[config.mk]
export PLATFORM = sky130hd
export DESIGN_NAME = gpio_temp_fault_ctrl
export DESIGN_NICKNAME = d
export VERILOG_FILES = /design/src/rtl/pin_sync3.v /design/src/rtl/gpio_temp_fault_ctrl.v
export VERILOG_INCLUDE_DIRS = /design/src /design/src/rtl
export SDC_FILE = /design/constraint.sdc
export NUM_CORES = 1
export LEC_CHECK = 0
export ABC_AREA = 1
export BUFFER_PORTS_ARGS = -buffer_cell sky130_fd_sc_hd__buf_2
export CORE_ASPECT_RATIO = 1.5
export CORE_MARGIN = 5
export CORE_UTILIZATION = 51
export DETAILED_ROUTE_END_ITERATION = 12
export GPL_TIMING_DRIVEN = 0
export PLACE_DENSITY = 0.75
export SLEW_MARGIN = 25
export SYNTH_ARGS = -nofsm -noshare
export SYNTH_HDL_FRONTEND = slang
export SYNTH_SLANG_ARGS = --single-unit
[constraint.sdc]
create_clock -name clk -period 1.65 [get_ports clk]
set_input_delay 0.0825 -clock clk [delete_from_list [all_inputs] [get_ports clk]]
set_output_delay 0.0825 -clock clk [all_outputs]
set_load 0.02 [all_outputs]
[src/rtl/gpio_temp_fault_map.vh]
`ifndef GPIO_TEMP_FAULT_MAP_VH
`define GPIO_TEMP_FAULT_MAP_VH

// ----------------------------------------------------------------
// Register offsets (byte addresses)
// ----------------------------------------------------------------
`define OFS_CTRL        8'h00
`define OFS_CMD         8'h04
`define OFS_CELL_MASK   8'h08
`define OFS_TEMP_TEST   8'h0C
`define OFS_TEMP_LIMIT  8'h10
`define OFS_PIN1_MASK   8'h14
`define OFS_STATUS      8'h18
`define OFS_CELL_FAULT  8'h1C
`define OFS_PIN1_DATA   8'h20
`define OFS_PIN2_DATA   8'h24

// ----------------------------------------------------------------
// Control register fields
// ----------------------------------------------------------------
`define CTRL_P1_DIR     0
`define CTRL_P2_DIR     1
`define CTRL_P1_FUNC    2
`define CTRL_P2_FEN     3
`define CTRL_P2_CODE_LO 4
`define CTRL_P2_CODE_HI 7
`define CTRL_P1_LEVEL   8
`define CTRL_P2_LEVEL   9
`define CTRL_RST        10'h300

// Command register bits
`define CMD_HARD        0
`define CMD_SOFT        1

// Second pin function codes
`define P2_CODE_PULSE   4'h1
`define P2_CODE_SCAN    4'h2

// Status register fields
`define ST_OT_HI        5
`define ST_SUMMARY      6
`define ST_REF_FAULT    7
`define ST_REF_CHECK    8
`define ST_P1_PIN       9
`define ST_P2_PIN       10

// ----------------------------------------------------------------
// Measurement and timing
// ----------------------------------------------------------------
`define OPEN_THRESH     14'h3E00
`define TEMP_LIMIT_RST  14'h0000
`define CH_PIN1         3'h4
`define CH_PIN2         3'h5
`define CLK_MHZ         250
`define CONV_PULSE_NS   5000
`define CONV_PULSE_CYC  ((`CONV_PULSE_NS * `CLK_MHZ + 999) / 1000)
`define REF_DELAY_MS    20
`define REF_DELAY_CYC   (`REF_DELAY_MS * `CLK_MHZ * 1000)
`define HARD_HOLD_CYC   16

`endif

[src/rtl/pin_sync3.v]
`timescale 1ns/1ps

// Three-stage pin synchroniser; a change counts once stages two
// and three agree.
module pin_sync3 #(
    parameter         W    = 1,
    parameter [W-1:0] INIT = {W{1'b0}}
) (
    // Clock and reset
    input  wire         clk,
    input  wire         sys_rst,
    // Pin side
    input  wire [W-1:0] d,
    // Filtered level
    output reg  [W-1:0] q
);

    reg [W-1:0] stage1;
    reg [W-1:0] stage2;
    reg [W-1:0] stage3;

    // Capture chain and agreement filter
    always @(posedge clk) begin
        if (sys_rst) begin
            stage1 <= INIT;
            stage2 <= INIT;
            stage3 <= INIT;
            q      <= INIT;
        end else begin
            stage1 <= d;
            stage2 <= stage1;
            stage3 <= stage2;
            q      <= (stage2 & ~(stage2 ^ stage3))
                    | (q & (stage2 ^ stage3));
        end
    end

endmodule

[src/rtl/gpio_temp_fault_ctrl.v]
// Overview of operation
// - Cell fault mask hides open-wire and undervoltage faults; voltage still reported.
// - Enable pin pulled high internally; low level from outside resets device.
// - Hard reset command drives enable low, resetting all but sleep regulators.
// - Hard and soft reset commands return every register to default.
// - Reference power-good checked from 20 ms after power-up, enable rise, wake.
// - Temperature input pull-ups connect only while thermistor bias is active.
// - Reading above 31/32 full scale with test enabled sets over-temperature fault.
// - Reading below temperature limit sets the same over-temperature fault.
// - Pins in input mode join every temperature scan.
// - Pins in output mode are open drain, level from register or function.
// - Direction bit 0 means input with pull-up, 1 output without.
// - Input-mode pull-up enabled only during a temperature scan.
// - Output-mode pin data register not updated during conversions.
// - Multiple-register reads skip a pin data register in output mode.
// - Secondary fault mode pulls pin one active on any masked fault.
// - Pulse mode gives pin two a pulse at each conversion start.
// - Scan-level mode holds pin two high during a voltage scan.
// - Host sets each output pin level independently.
// - Function code 1 selects 5 us pulse, 2 scan level, else plain.
// - Pin one function bit 0 plain output, 1 secondary fault.
`timescale 1ns/1ps
`include "gpio_temp_fault_map.vh"

module gpio_temp_fault_ctrl #(
    parameter REF_DELAY_CYC = `REF_DELAY_CYC
) (
    // Clock and reset
    input  wire        clk,
    input  wire        sys_rst,
    // Wishbone slave
    input  wire        wb_cyc_i,
    input  wire        wb_stb_i,
    input  wire        wb_we_i,
    input  wire [7:0]  wb_adr_i,
    input  wire [3:0]  wb_sel_i,
    input  wire [31:0] wb_dat_i,
    output reg  [31:0] wb_dat_o,
    output reg         wb_ack_o,
    // Commands from the chain decoder
    input  wire        hard_reset_cmd,
    input  wire        soft_reset_cmd,
    input  wire        wake_done,
    // Enable pin
    input  wire        en_pin_i,
    output wire        en_pin_o,
    output reg         en_pin_oe,
    output wire        en_pin_pu,
    output wire        block_rst,
    // Reference power-good comparator
    input  wire        ref_good_i,
    // Scan sequencer
    input  wire        scan_temp_active,
    input  wire        scan_volt_active,
    input  wire        conv_start,
    input  wire        conv_valid,
    input  wire [2:0]  conv_chan,
    input  wire [13:0] conv_data,
    output wire [1:0]  scan_pin_include,
    output wire [1:0]  multi_read_skip,
    // Thermistor bias and pull-ups
    output reg         thermistor_bias_out,
    output reg  [3:0]  ext_temp_pu,
    // Cell faults
    input  wire [13:0] cell_open_raw,
    input  wire [13:0] cell_uv_raw,
    output reg  [13:0] cell_fault,
    input  wire [15:0] fault_vec,
    // Auxiliary pins
    input  wire        aux_pin_one_i,
    output wire        aux_pin_one_o,
    output reg         aux_pin_one_oe,
    output reg         aux_pin_one_pu,
    input  wire        aux_pin_two_i,
    output wire        aux_pin_two_o,
    output reg         aux_pin_two_oe,
    output reg         aux_pin_two_pu,
    // Status
    output wire        over_temp_summary_flag,
    output wire        ref_fault
);

    // ------------------------------------------------------------
    // Pin synchronisers
    // ------------------------------------------------------------
    wire [3:0] pins_s;

    pin_sync3 #(
        .W    (4),
        .INIT (4'hF)
    ) u_sync (
        .clk     (clk),
        .sys_rst (sys_rst),
        .d       ({aux_pin_two_i, aux_pin_one_i, ref_good_i, en_pin_i}),
        .q       (pins_s)
    );

    wire en_s   = pins_s[0];
    wire ref_s  = pins_s[1];
    wire p1_s   = pins_s[2];
    wire p2_s   = pins_s[3];

    // ------------------------------------------------------------
    // Enable pin and hard reset
    // ------------------------------------------------------------
    reg  [4:0] hard_cnt;
    reg        en_prev;
    reg        reg_rst;
    wire       cmd_hard;
    wire       cmd_soft;

    assign en_pin_o  = 1'b0;
    assign en_pin_pu = 1'b1;
    assign block_rst = sys_rst | ~en_s | en_pin_oe;

    // Hold enable low for a fixed time after a hard reset command
    always @(posedge clk) begin
        if (sys_rst) begin
            hard_cnt  <= 5'h00;
            en_pin_oe <= 1'b0;
        end else if (cmd_hard) begin
            hard_cnt  <= 5'h00;
            en_pin_oe <= 1'b1;
        end else if (en_pin_oe) begin
            hard_cnt  <= hard_cnt + 5'h01;
            if (hard_cnt == `HARD_HOLD_CYC - 1)
                en_pin_oe <= 1'b0;
        end
    end

    // Register reset: power-on, enable low, either command
    always @(posedge clk) begin
        if (sys_rst)
            reg_rst <= 1'b1;
        else
            reg_rst <= block_rst | cmd_hard | cmd_soft;
    end

    // ------------------------------------------------------------
    // Reference power-good check
    // ------------------------------------------------------------
    reg [22:0] ref_cnt;
    reg        ref_check;
    reg        ref_flt;
    wire       ref_start = (en_s & ~en_prev) | wake_done;

    assign ref_fault = ref_flt;

    // Delay then continuous check; restarted by enable rise or wake
    always @(posedge clk) begin
        if (sys_rst) begin
            en_prev   <= 1'b1;
            ref_cnt   <= 23'h000000;
            ref_check <= 1'b0;
        end else begin
            en_prev <= en_s;
            if (ref_start) begin
                ref_cnt   <= 23'h000000;
                ref_check <= 1'b0;
            end else if (!ref_check) begin
                ref_cnt <= ref_cnt + 23'h000001;
                if (ref_cnt == REF_DELAY_CYC - 1)
                    ref_check <= 1'b1;
            end
        end
    end

    // ------------------------------------------------------------
    // Registers
    // ------------------------------------------------------------
    reg  [9:0]  ctrl;
    reg  [13:0] cell_mask;
    reg  [5:0]  temp_test;
    reg  [13:0] temp_limit;
    reg  [15:0] pin1_mask;
    reg  [5:0]  ot_fault;
    reg  [13:0] pin1_data;
    reg  [13:0] pin2_data;

    wire        bus_req = wb_cyc_i & wb_stb_i & ~wb_ack_o;
    wire        wr      = bus_req & wb_we_i;
    wire [15:0] wmask   = {{8{wb_sel_i[1]}}, {8{wb_sel_i[0]}}};
    wire [15:0] wdat    = wb_dat_i[15:0];
    wire [15:0] st_word;

    assign cmd_hard = hard_reset_cmd
                    | (wr & (wb_adr_i == `OFS_CMD) & wb_sel_i[0]
                       & wb_dat_i[`CMD_HARD]);
    assign cmd_soft = soft_reset_cmd
                    | (wr & (wb_adr_i == `OFS_CMD) & wb_sel_i[0]
                       & wb_dat_i[`CMD_SOFT]);

    wire       p1_dir  = ctrl[`CTRL_P1_DIR];
    wire       p2_dir  = ctrl[`CTRL_P2_DIR];
    wire [3:0] p2_code = ctrl[`CTRL_P2_CODE_HI:`CTRL_P2_CODE_LO];
    wire       p2_fen  = ctrl[`CTRL_P2_FEN];

    // Host-written configuration with byte lanes
    always @(posedge clk) begin
        if (reg_rst) begin
            ctrl       <= `CTRL_RST;
            cell_mask  <= 14'h0000;
            temp_test  <= 6'h00;
            temp_limit <= `TEMP_LIMIT_RST;
            pin1_mask  <= 16'h0000;
        end else if (wr) begin
            if (wb_adr_i == `OFS_CTRL)
                ctrl <= (ctrl & ~wmask[9:0]) | (wdat[9:0] & wmask[9:0]);
            else if (wb_adr_i == `OFS_CELL_MASK)
                cell_mask <= (cell_mask & ~wmask[13:0])
                           | (wdat[13:0] & wmask[13:0]);
            else if (wb_adr_i == `OFS_TEMP_TEST)
                temp_test <= (temp_test & ~wmask[5:0])
                           | (wdat[5:0] & wmask[5:0]);
            else if (wb_adr_i == `OFS_TEMP_LIMIT)
                temp_limit <= (temp_limit & ~wmask[13:0])
                            | (wdat[13:0] & wmask[13:0]);
            else if (wb_adr_i == `OFS_PIN1_MASK)
                pin1_mask <= (pin1_mask & ~wmask) | (wdat & wmask);
        end
    end

    // ------------------------------------------------------------
    // Temperature conversions and faults
    // ------------------------------------------------------------
    wire [5:0] ch_hit   = 6'h01 << conv_chan;
    wire       is_open  = conv_data > `OPEN_THRESH;
    wire       is_hot   = conv_data < temp_limit;
    wire       ch_ok    = conv_valid & (conv_chan < 3'h6);
    wire [5:0] ot_set   = (ch_ok & (is_open | is_hot))
                        ? (ch_hit & temp_test) : 6'h00;
    wire [5:0] ot_clr   = (wr & (wb_adr_i == `OFS_STATUS) & wb_sel_i[0])
                        ? wdat[5:0] : 6'h00;
    wire       rf_clr   = wr & (wb_adr_i == `OFS_STATUS) & wb_sel_i[0]
                        & wdat[`ST_REF_FAULT];

    assign over_temp_summary_flag = |ot_fault;

    // Sticky faults; a new event wins over a clear
    always @(posedge clk) begin
        if (reg_rst) begin
            ot_fault <= 6'h00;
            ref_flt  <= 1'b0;
        end else begin
            ot_fault <= (ot_fault & ~ot_clr) | ot_set;
            ref_flt  <= (ref_flt & ~rf_clr)
                      | (ref_check & ~ref_s);
        end
    end

    // Pin data registers frozen while the pin is an output
    always @(posedge clk) begin
        if (reg_rst) begin
            pin1_data <= 14'h0000;
            pin2_data <= 14'h0000;
        end else if (conv_valid) begin
            if (conv_chan == `CH_PIN1 && !p1_dir)
                pin1_data <= conv_data;
            if (conv_chan == `CH_PIN2 && !p2_dir)
                pin2_data <= conv_data;
        end
    end

    assign scan_pin_include = {~p2_dir, ~p1_dir};
    assign multi_read_skip  = {p2_dir, p1_dir};

    // Cell fault masking and thermistor bias
    always @(posedge clk) begin
        if (reg_rst) begin
            cell_fault          <= 14'h0000;
            thermistor_bias_out <= 1'b0;
            ext_temp_pu         <= 4'h0;
        end else begin
            cell_fault <= (cell_open_raw | cell_uv_raw) & ~cell_mask;
            thermistor_bias_out <= scan_temp_active;
            ext_temp_pu <= {4{thermistor_bias_out}};
        end
    end

    // ------------------------------------------------------------
    // Auxiliary pin output functions
    // ------------------------------------------------------------
    reg  [10:0] pulse_cnt;
    reg         pulse_on;
    wire        p2_pulse_mode = p2_fen & (p2_code == `P2_CODE_PULSE);
    wire        p2_scan_mode  = p2_fen & (p2_code == `P2_CODE_SCAN);
    wire        p1_fault_on   = |(fault_vec & pin1_mask);
    reg         next_p1_level;
    reg         next_p2_level;

    // Conversion-start pulse timer
    always @(posedge clk) begin
        if (reg_rst) begin
            pulse_cnt <= 11'h000;
            pulse_on  <= 1'b0;
        end else if (conv_start && p2_pulse_mode) begin
            pulse_cnt <= 11'h000;
            pulse_on  <= 1'b1;
        end else if (pulse_on) begin
            pulse_cnt <= pulse_cnt + 11'h001;
            if (pulse_cnt == `CONV_PULSE_CYC - 1)
                pulse_on <= 1'b0;
        end
    end

    // Output level selection; level 0 pulls the pin low
    always @* begin
        if (ctrl[`CTRL_P1_FUNC])
            next_p1_level = ~p1_fault_on;
        else
            next_p1_level = ctrl[`CTRL_P1_LEVEL];
        if (p2_pulse_mode)
            next_p2_level = pulse_on;
        else if (p2_scan_mode)
            next_p2_level = scan_volt_active;
        else
            next_p2_level = ctrl[`CTRL_P2_LEVEL];
    end

    assign aux_pin_one_o = 1'b0;
    assign aux_pin_two_o = 1'b0;

    // Open-drain drive and input pull-ups
    always @(posedge clk) begin
        if (reg_rst) begin
            aux_pin_one_oe <= 1'b0;
            aux_pin_two_oe <= 1'b0;
            aux_pin_one_pu <= 1'b0;
            aux_pin_two_pu <= 1'b0;
        end else begin
            aux_pin_one_oe <= p1_dir & ~next_p1_level;
            aux_pin_two_oe <= p2_dir & ~next_p2_level;
            aux_pin_one_pu <= ~p1_dir & scan_temp_active;
            aux_pin_two_pu <= ~p2_dir & scan_temp_active;
        end
    end

    // ------------------------------------------------------------
    // Wishbone answer
    // ------------------------------------------------------------
    assign st_word = {5'h00, p2_s, p1_s, ref_check, ref_flt,
                      over_temp_summary_flag, ot_fault};

    always @(posedge clk) begin
        if (sys_rst) begin
            wb_ack_o <= 1'b0;
            wb_dat_o <= 32'h00000000;
        end else begin
            wb_ack_o <= bus_req;
            if (bus_req && !wb_we_i) begin
                if (wb_adr_i == `OFS_CTRL)
                    wb_dat_o <= {22'h000000, ctrl};
                else if (wb_adr_i == `OFS_CELL_MASK)
                    wb_dat_o <= {18'h00000, cell_mask};
                else if (wb_adr_i == `OFS_TEMP_TEST)
                    wb_dat_o <= {26'h0000000, temp_test};
                else if (wb_adr_i == `OFS_TEMP_LIMIT)
                    wb_dat_o <= {18'h00000, temp_limit};
                else if (wb_adr_i == `OFS_PIN1_MASK)
                    wb_dat_o <= {16'h0000, pin1_mask};
                else if (wb_adr_i == `OFS_STATUS)
                    wb_dat_o <= {16'h0000, st_word};
                else if (wb_adr_i == `OFS_CELL_FAULT)
                    wb_dat_o <= {18'h00000, cell_fault};
                else if (wb_adr_i == `OFS_PIN1_DATA)
                    wb_dat_o <= {18'h00000, pin1_data};
                else if (wb_adr_i == `OFS_PIN2_DATA)
                    wb_dat_o <= {18'h00000, pin2_data};
                else
                    wb_dat_o <= 32'h00000000;
            end
        end
    end

endmodule

==> flow_summary.toml, run 1 <==
[run_status]
status = "complete, but fails checks"
violations = "negative hold slack"

[flow_run]
maxCapViolations = 0

[setup_path]
crit_path_end_kind = "register"
critical_path.max_stage_delay_ns = 0.33
crit_type = "reg2reg"
crit_arrival_ns = 1.92
crit_chain = "inv_1, ha_4, nand4_1, o21ai_2, nand2_1, nand2_2, nand2_4, nand3_1, a21oi_1"
worstPathRequired_ns = 1.94
cp_slowest_cell = "dfxtp_1"
start_kind = "register"
path_max_fanout = 6

[timing]
fmax_mhz = 612
rsz0062_at_grt = "true"
finalSetupTns_ns = 0
worstMarginPinSlew_ns = 0.708
post-route-min-period_ns = 1.63
report.final.setup_viol = 0
fin_crit_sh_pct = 99.0
finalHoldViolCount = 1
timing.final.ws_setup_ns = 0.0172
maxSlewHeadroom_pct = 52.8
drv_slew = 0
whs_ns = -0.00654
skew_ns = 0.00945

[placed_design]
dpl_cell_area_um2 = 10100
globalplace.congestion = 0.956
io_buffers = 149
dp_slack_ns = -0.291
post-place-cells = 1589
dp_hpwl_um = 21500

[global_route]
grt.total_usage_pct = 27.4
grt-ovfl-total = 0
grt_use_met3_pct = 6.54
antenna_found_initial = 1
grt_pass1_wl_um = 45000
grtUsageMet2_pct = 49.7
grt.busiest_layer = "met2"
grt_max_degree = 20
grt.met1_usage_pct = 28.6
grt_pass1_vias = 8939

[logic_synthesis]
syn_area_um2 = 9040
yosysWarningCount = 0
ys_seq_area_share_pct = 42.5
syn-mean-instance-area_um2 = 7.48
synthesis.instances = 1209
ys_ff_latch = 192
ys_types = 48

[floorplanning]
dieArea_um2 = 20500
die_h_um = 173
rows = 59
core_um2 = 17400
initial_core_util_pct = 51.9
die_x_um = 119
ios = 189

[routing]
drt_iter0_drc = 725
wirelength_um = 29400
route.detailed.drc = 0
postRouteAntennaNets = 0
wl_per_cell_um = 17.3
vias_per_cell = 5.44
firstDrtPassIters = 5
vias = 9235

[final_layout]
final_area_um2 = 11800
mostFrequentLayoutCell = "dfxtp_1"
layout_common_cells = "dfxtp_1, nor2_1, buf_2"
fin_util_pct = 67.9
layout-drive-gt1-share_pct = 25.6
n_antenna_cell = 0
stdcell_count = 1698
nets = 1611
area_growth_pct = 30.8

[clock_tree]
cts_max_level = 4
path_clk_slew_ns = 0.08
cts_tree = "done"
cts_buffers = 17
clk_latency_ns = 0.44
clk_path_buf_depth = 2
cts_sinks = 192
root_buffer = "clkbuf_16"

[worst_hold_path]
hold_path_class = "in2reg"

[pwr]
power_mw = 9.78
powerDensity_nw_per_um2 = 827
peakVddDrop_v = 0.000682
power_leakage_nw = 5.02
[cell usage after synthesis, drive strengths merged]
cell type	n	area share [%]
a211oi	29	3.0
a21oi	96	5.3
a221oi	2	0.19
a31oi	1	0.069
and3	1	0.069
buf	46	3.6
clkbuf	20	0.83
clkinv	1	0.041
conb	2	0.083
dfxtp	192	43
ha	18	2.5
inv	140	5.8
maj3	2	0.22
mux2i	1	0.11
nand2	163	7.1
nand3	72	4.3
nand3b	1	0.083
nand4	18	1.2
nor2	201	9.6
nor3	57	3.9
nor3b	8	0.66
nor4	9	0.62
o2111ai	1	0.097
o211ai	4	0.33
o21a	4	0.33
o21ai	90	5.0
o21bai	1	0.083
o22ai	6	0.42
o41ai	1	0.097
or2	14	0.97
xnor2	1	0.097
xor2	7	0.68
[layout make-up]
cell class                      count  area, um^2
Clock buffer                       17         425
Buffer                             65         415
Multi-Input combinational cell    828        4650
Sequential cell                   192        3870
Tap cell                          213         267
Timing Repair Buffer              227        1480
Fill cell                        1417        5590
Inverter                          141         532
Clock inverter                     15         194
[path summary, 6_finish.rpt]
kind                                                   from                           to  slack, ns  depth (start not counted)
worst max-delay path                               register       ot_fault[1]$_SDFF_PP0_       0.02                          9
worst min-delay path                         hard_reset_cmd           reg_rst$_SDFF_PP1_     -0.007                          5
worst max register to register                     register       ot_fault[1]$_SDFF_PP0_       0.02                          9
worst min register to register  u_sync.stage1[3]$_SDFF_PP1_  u_sync.stage2[3]$_SDFF_PP1_       0.41                          1
[logic make-up (layout without fill, tap and decap cells)]
| family | count (synthesis) | count (layout) | share of synthesized area (%) |
|---|---|---|---|
| compound gates | 235 | 235 | 14.9 |
| xor+xnor | 8 | 8 | 0.775 |
| mux | 1 | 1 | 0.111 |
| buf+inv | 207 | 465 | 10.3 |
| fa+ha+maj | 20 | 20 | 2.71 |
| flops | 192 | 192 | 42.5 |
| simple gates | 544 | 544 | 28.6 |
| other cells | 2 | 20 | 0.0831 |
[worst max-delay path, delay by kind of cell, from the launching register on]
family                     cells  cell delay (ns)
adders and majority gates      1             0.30
DFF                            1             0.33
buffers and inverters          1             0.09
AOI/OAI and AO/OA              2             0.26
and+or+nand+nor                5             0.51
[routing by layer]
| layer | vias to the layer above | routed length (um) |
|---|---|---|
| met3 | 92 | 2100 |
| met4 | 2 | 1540 |
| met5 | - | 11 |
| met2 | 412 | 15300 |
| li1 | 4480 | - |
| met1 | 4249 | 10500 |
[what timing repair did]
action | 4_1_cts | 5_1_grt
endpoints found under the hold margin | 65 | 2
setup endpoints to repair | 110 | 109
setup buffers | 9 | 10
gates resized for setup | 27 | 67
hold buffers | 57 | 2
cloned | 0 | 0
pin swaps | 5 | 18
[where the power goes]
part	total (mW)	switching [mW]	internal, mW
Sequential	4.67	0.0202	4.65
Clock	4.32	2.00	2.32
Combinational	0.790	0.459	0.331
Total	9.78	2.48	7.30
No activity file was read; power rests on OpenSTA's default activity.
==> inputs of run 2 (changes only) <==
--- a/config.mk
+++ b/config.mk
@@ -6,7 +6,6 @@
 export SDC_FILE = /design/constraint.sdc
 export NUM_CORES = 1
 export LEC_CHECK = 0
-export ABC_AREA = 1
 export BUFFER_PORTS_ARGS = -buffer_cell sky130_fd_sc_hd__buf_2
 export CORE_ASPECT_RATIO = 1.5
 export CORE_MARGIN = 5
==> constraint.sdc (replaced) <==
create_clock -name clk -period 1.85 [get_ports clk]
set_input_delay 0.0925 -clock clk [delete_from_list [all_inputs] [get_ports clk]]
set_output_delay 0.0925 -clock clk [all_outputs]
set_load 0.02 [all_outputs]
==> run 2 against run 1 <==
Largest cell class unchanged; first-iteration DRC count grew 18%; the run now ends clean; via count shrank 0.93%; worst setup slack lost 0.0047 ns.
==> flow_summary.toml, run 2 <==
[logic_synthesis]
synth.top_cell.area_share_pct = 43.2
yosysMostFrequentCell = "dfxtp_1"
syn_area_um2 = 8900
syn-mean-instance-area_um2 = 8.39
synth_common_cells = "dfxtp_1, nand2_1, nor2_1, a21oi_1, clkbuf_1"
synth_edf_count = 0
yosys.area.top_type = "dfxtp_1"
ys_types = 67
synthFlopType = "dfxtp_1"
yosysWarningCount = 0
ys_async_sr_fraction_pct = 0
yosys-top-cells-area = "dfxtp_1, nand2_1, nor2_1, a21oi_1, mux2i_1"
synthesis.instances = 1061
ys_ff_latch = 192
ys_seq_area_share_pct = 43.2

[setup_path]
crit_arrival_ns = 2.19
worstReg2RegEnd = "ot_fault[5]$_SDFF_PP0_"
crit_type = "reg2reg"
ff2ff_path_depth = 8
crit_path_end_kind = "register"
worst-r2r-setup-slack_ns = 0.01
path_max_fanout = 6
worstPathRequired_ns = 2.20
start_kind = "register"

[floorplanning]
core_um2 = 17300
dieArea_um2 = 20200
die_h_um = 172
rows = 59
initial_core_util_pct = 51.5
die_x_um = 118
ios = 189

[clock_tree]
cts_tree = "done"
clk_latency_ns = 0.44
root_buffer = "clkbuf_16"
cts_buffers = 17
path_clk_slew_ns = 0.07
clk_path_buf_depth = 2
cts_sinks = 192
cts_max_level = 4

[placed_design]
post-place-cells = 1441
dp_slack_ns = -0.654
io_buffers = 149
dpl_cell_area_um2 = 9980
globalplace.congestion = 1.03
dp_hpwl_um = 23600

[final_layout]
layout-drive-gt1-share_pct = 24.7
stdcell_count = 1547
mostFrequentLayoutCell = "dfxtp_1"
multi_input_area_um2 = 4850
fin_util_pct = 67.4
n_antenna_cell = 0
register_area_um2 = 3860
nets = 1461
area_growth_pct = 30.9
fillers = 1446
layout_common_cells = "dfxtp_1, buf_2, nand2_1"
final_area_um2 = 11600

[routing]
wirelength_um = 32800
vias_per_cell = 5.91
vias = 9149
postRouteAntennaNets = 0
firstDrtPassIters = 6
wl_per_cell_um = 21.2
drt_iter0_drc = 856
route.detailed.drc = 0

[timing]
fmax_mhz = 544
timing.final.ws_setup_ns = 0.0126
post-route-min-period_ns = 1.84
worstMarginPinSlew_ns = 0.869
report.final.setup_viol = 0
rsz0062_at_grt = "true"
whs_ns = 0.0186
skew_ns = 0.00899
fin_crit_sh_pct = 99.3
finalSetupTns_ns = 0
maxSlewHeadroom_pct = 42.1
drv_slew = 0
finalHoldViolCount = 0

[global_route]
grt-ovfl-total = 0
antenna_found_initial = 0
grt_pass1_vias = 9011
grt.total_usage_pct = 31.4
grt_max_degree = 17
grt_pass1_wl_um = 49600

[pwr]
powerDensity_nw_per_um2 = 766
power_mw = 8.92
peakVddDrop_v = 0.000588
power_leakage_nw = 4.52

[worst_hold_path]
holdPathEnd = "ot_fault[0]$_SDFF_PP0_"
hp-start = "conv_chan[2]"
hold_path_class = "in2reg"
min_path_cells = 4

[run_status]
status = "completed"

[flow_run]
maxCapViolations = 0
-- run 2: final cells by class --
class                      count  share of cell area, %
multi-input combinational    778                   41.6
sequential                   192                   33.1
timing repair buffer         229                   13.1
clock buffer                  21                   3.95
buffer                        76                   3.65
tap                          213                   2.29
clock inverter                10                   1.28
inverter                      28                  0.902
-- run 2: worst max path at each step --
stage	slack [ns]	to	from	depth (start not counted)
after floorplan	0.03	reg_rst$_SDFF_PP1_	wb_ack_o$_SDFF_PP0_	5
after global placement	-0.61	register	wb_adr_i[4]	7
after detailed placement	-0.65	register	wb_adr_i[4]	7
after CTS	0.002	register	wb_ack_o$_SDFF_PP0_	6
after global routing	-0.03	ot_fault[5]$_SDFF_PP0_	register	9
final	0.01	ot_fault[5]$_SDFF_PP0_	register	8
-- run 2: worst max-delay path, cell delays in order, from the launching register on --
cell and delay, ns:
dfxtp_1 0.38, inv_1 0.06, ha_1 0.30, nand4_1 0.16, a21oi_2 0.07, a2111oi_4 0.26, a21oi_4 0.10, buf_12 0.15
o41ai_2 0.26
-- run 2: cell families (layout without fill, tap and decap cells) --
family / Yosys count / after routing / synth area share (%)
fa+ha+maj: 18 / 18 / 2.53
flops: 192 / 192 / 43.2
xor+xnor: 32 / 32 / 3.15
mux: 54 / 54 / 6.24
other cells: 2 / 20 / 0.0844
compound gates: 208 / 208 / 14.7
simple gates: 446 / 446 / 24.2
buf+inv: 109 / 364 / 5.89
-- run 2: routing by layer --
metal / track usage, % / part of all wire, % / up-vias
met5: 0 / 0 / -
met4: 23.0 / 7.6 / 0
met3: 6.25 / 6.7 / 144
met2: 54.9 / 50 / 478
met1: 33.8 / 36 / 4318
li1: - / - / 4209
-- run 2: what timing repair did --
action | 4_1_cts | 5_1_grt
hold buffers | 69 | 0
setup buffers | 4 | 7
endpoints found under the setup margin | 92 | 83
endpoints found under the hold margin | 97 | 0
resized for setup | 43 | 40
pin swaps | 10 | 15
-- run 2: report_power, final --
part / switching [mW] / internal [mW] / total (mW) / leakage (nW)
Combinational: 0.464 / 0.351 / 0.815 / 2.67
Sequential: 0.0232 / 4.16 / 4.19 / 1.56
Clock: 1.70 / 2.22 / 3.92 / 0.297
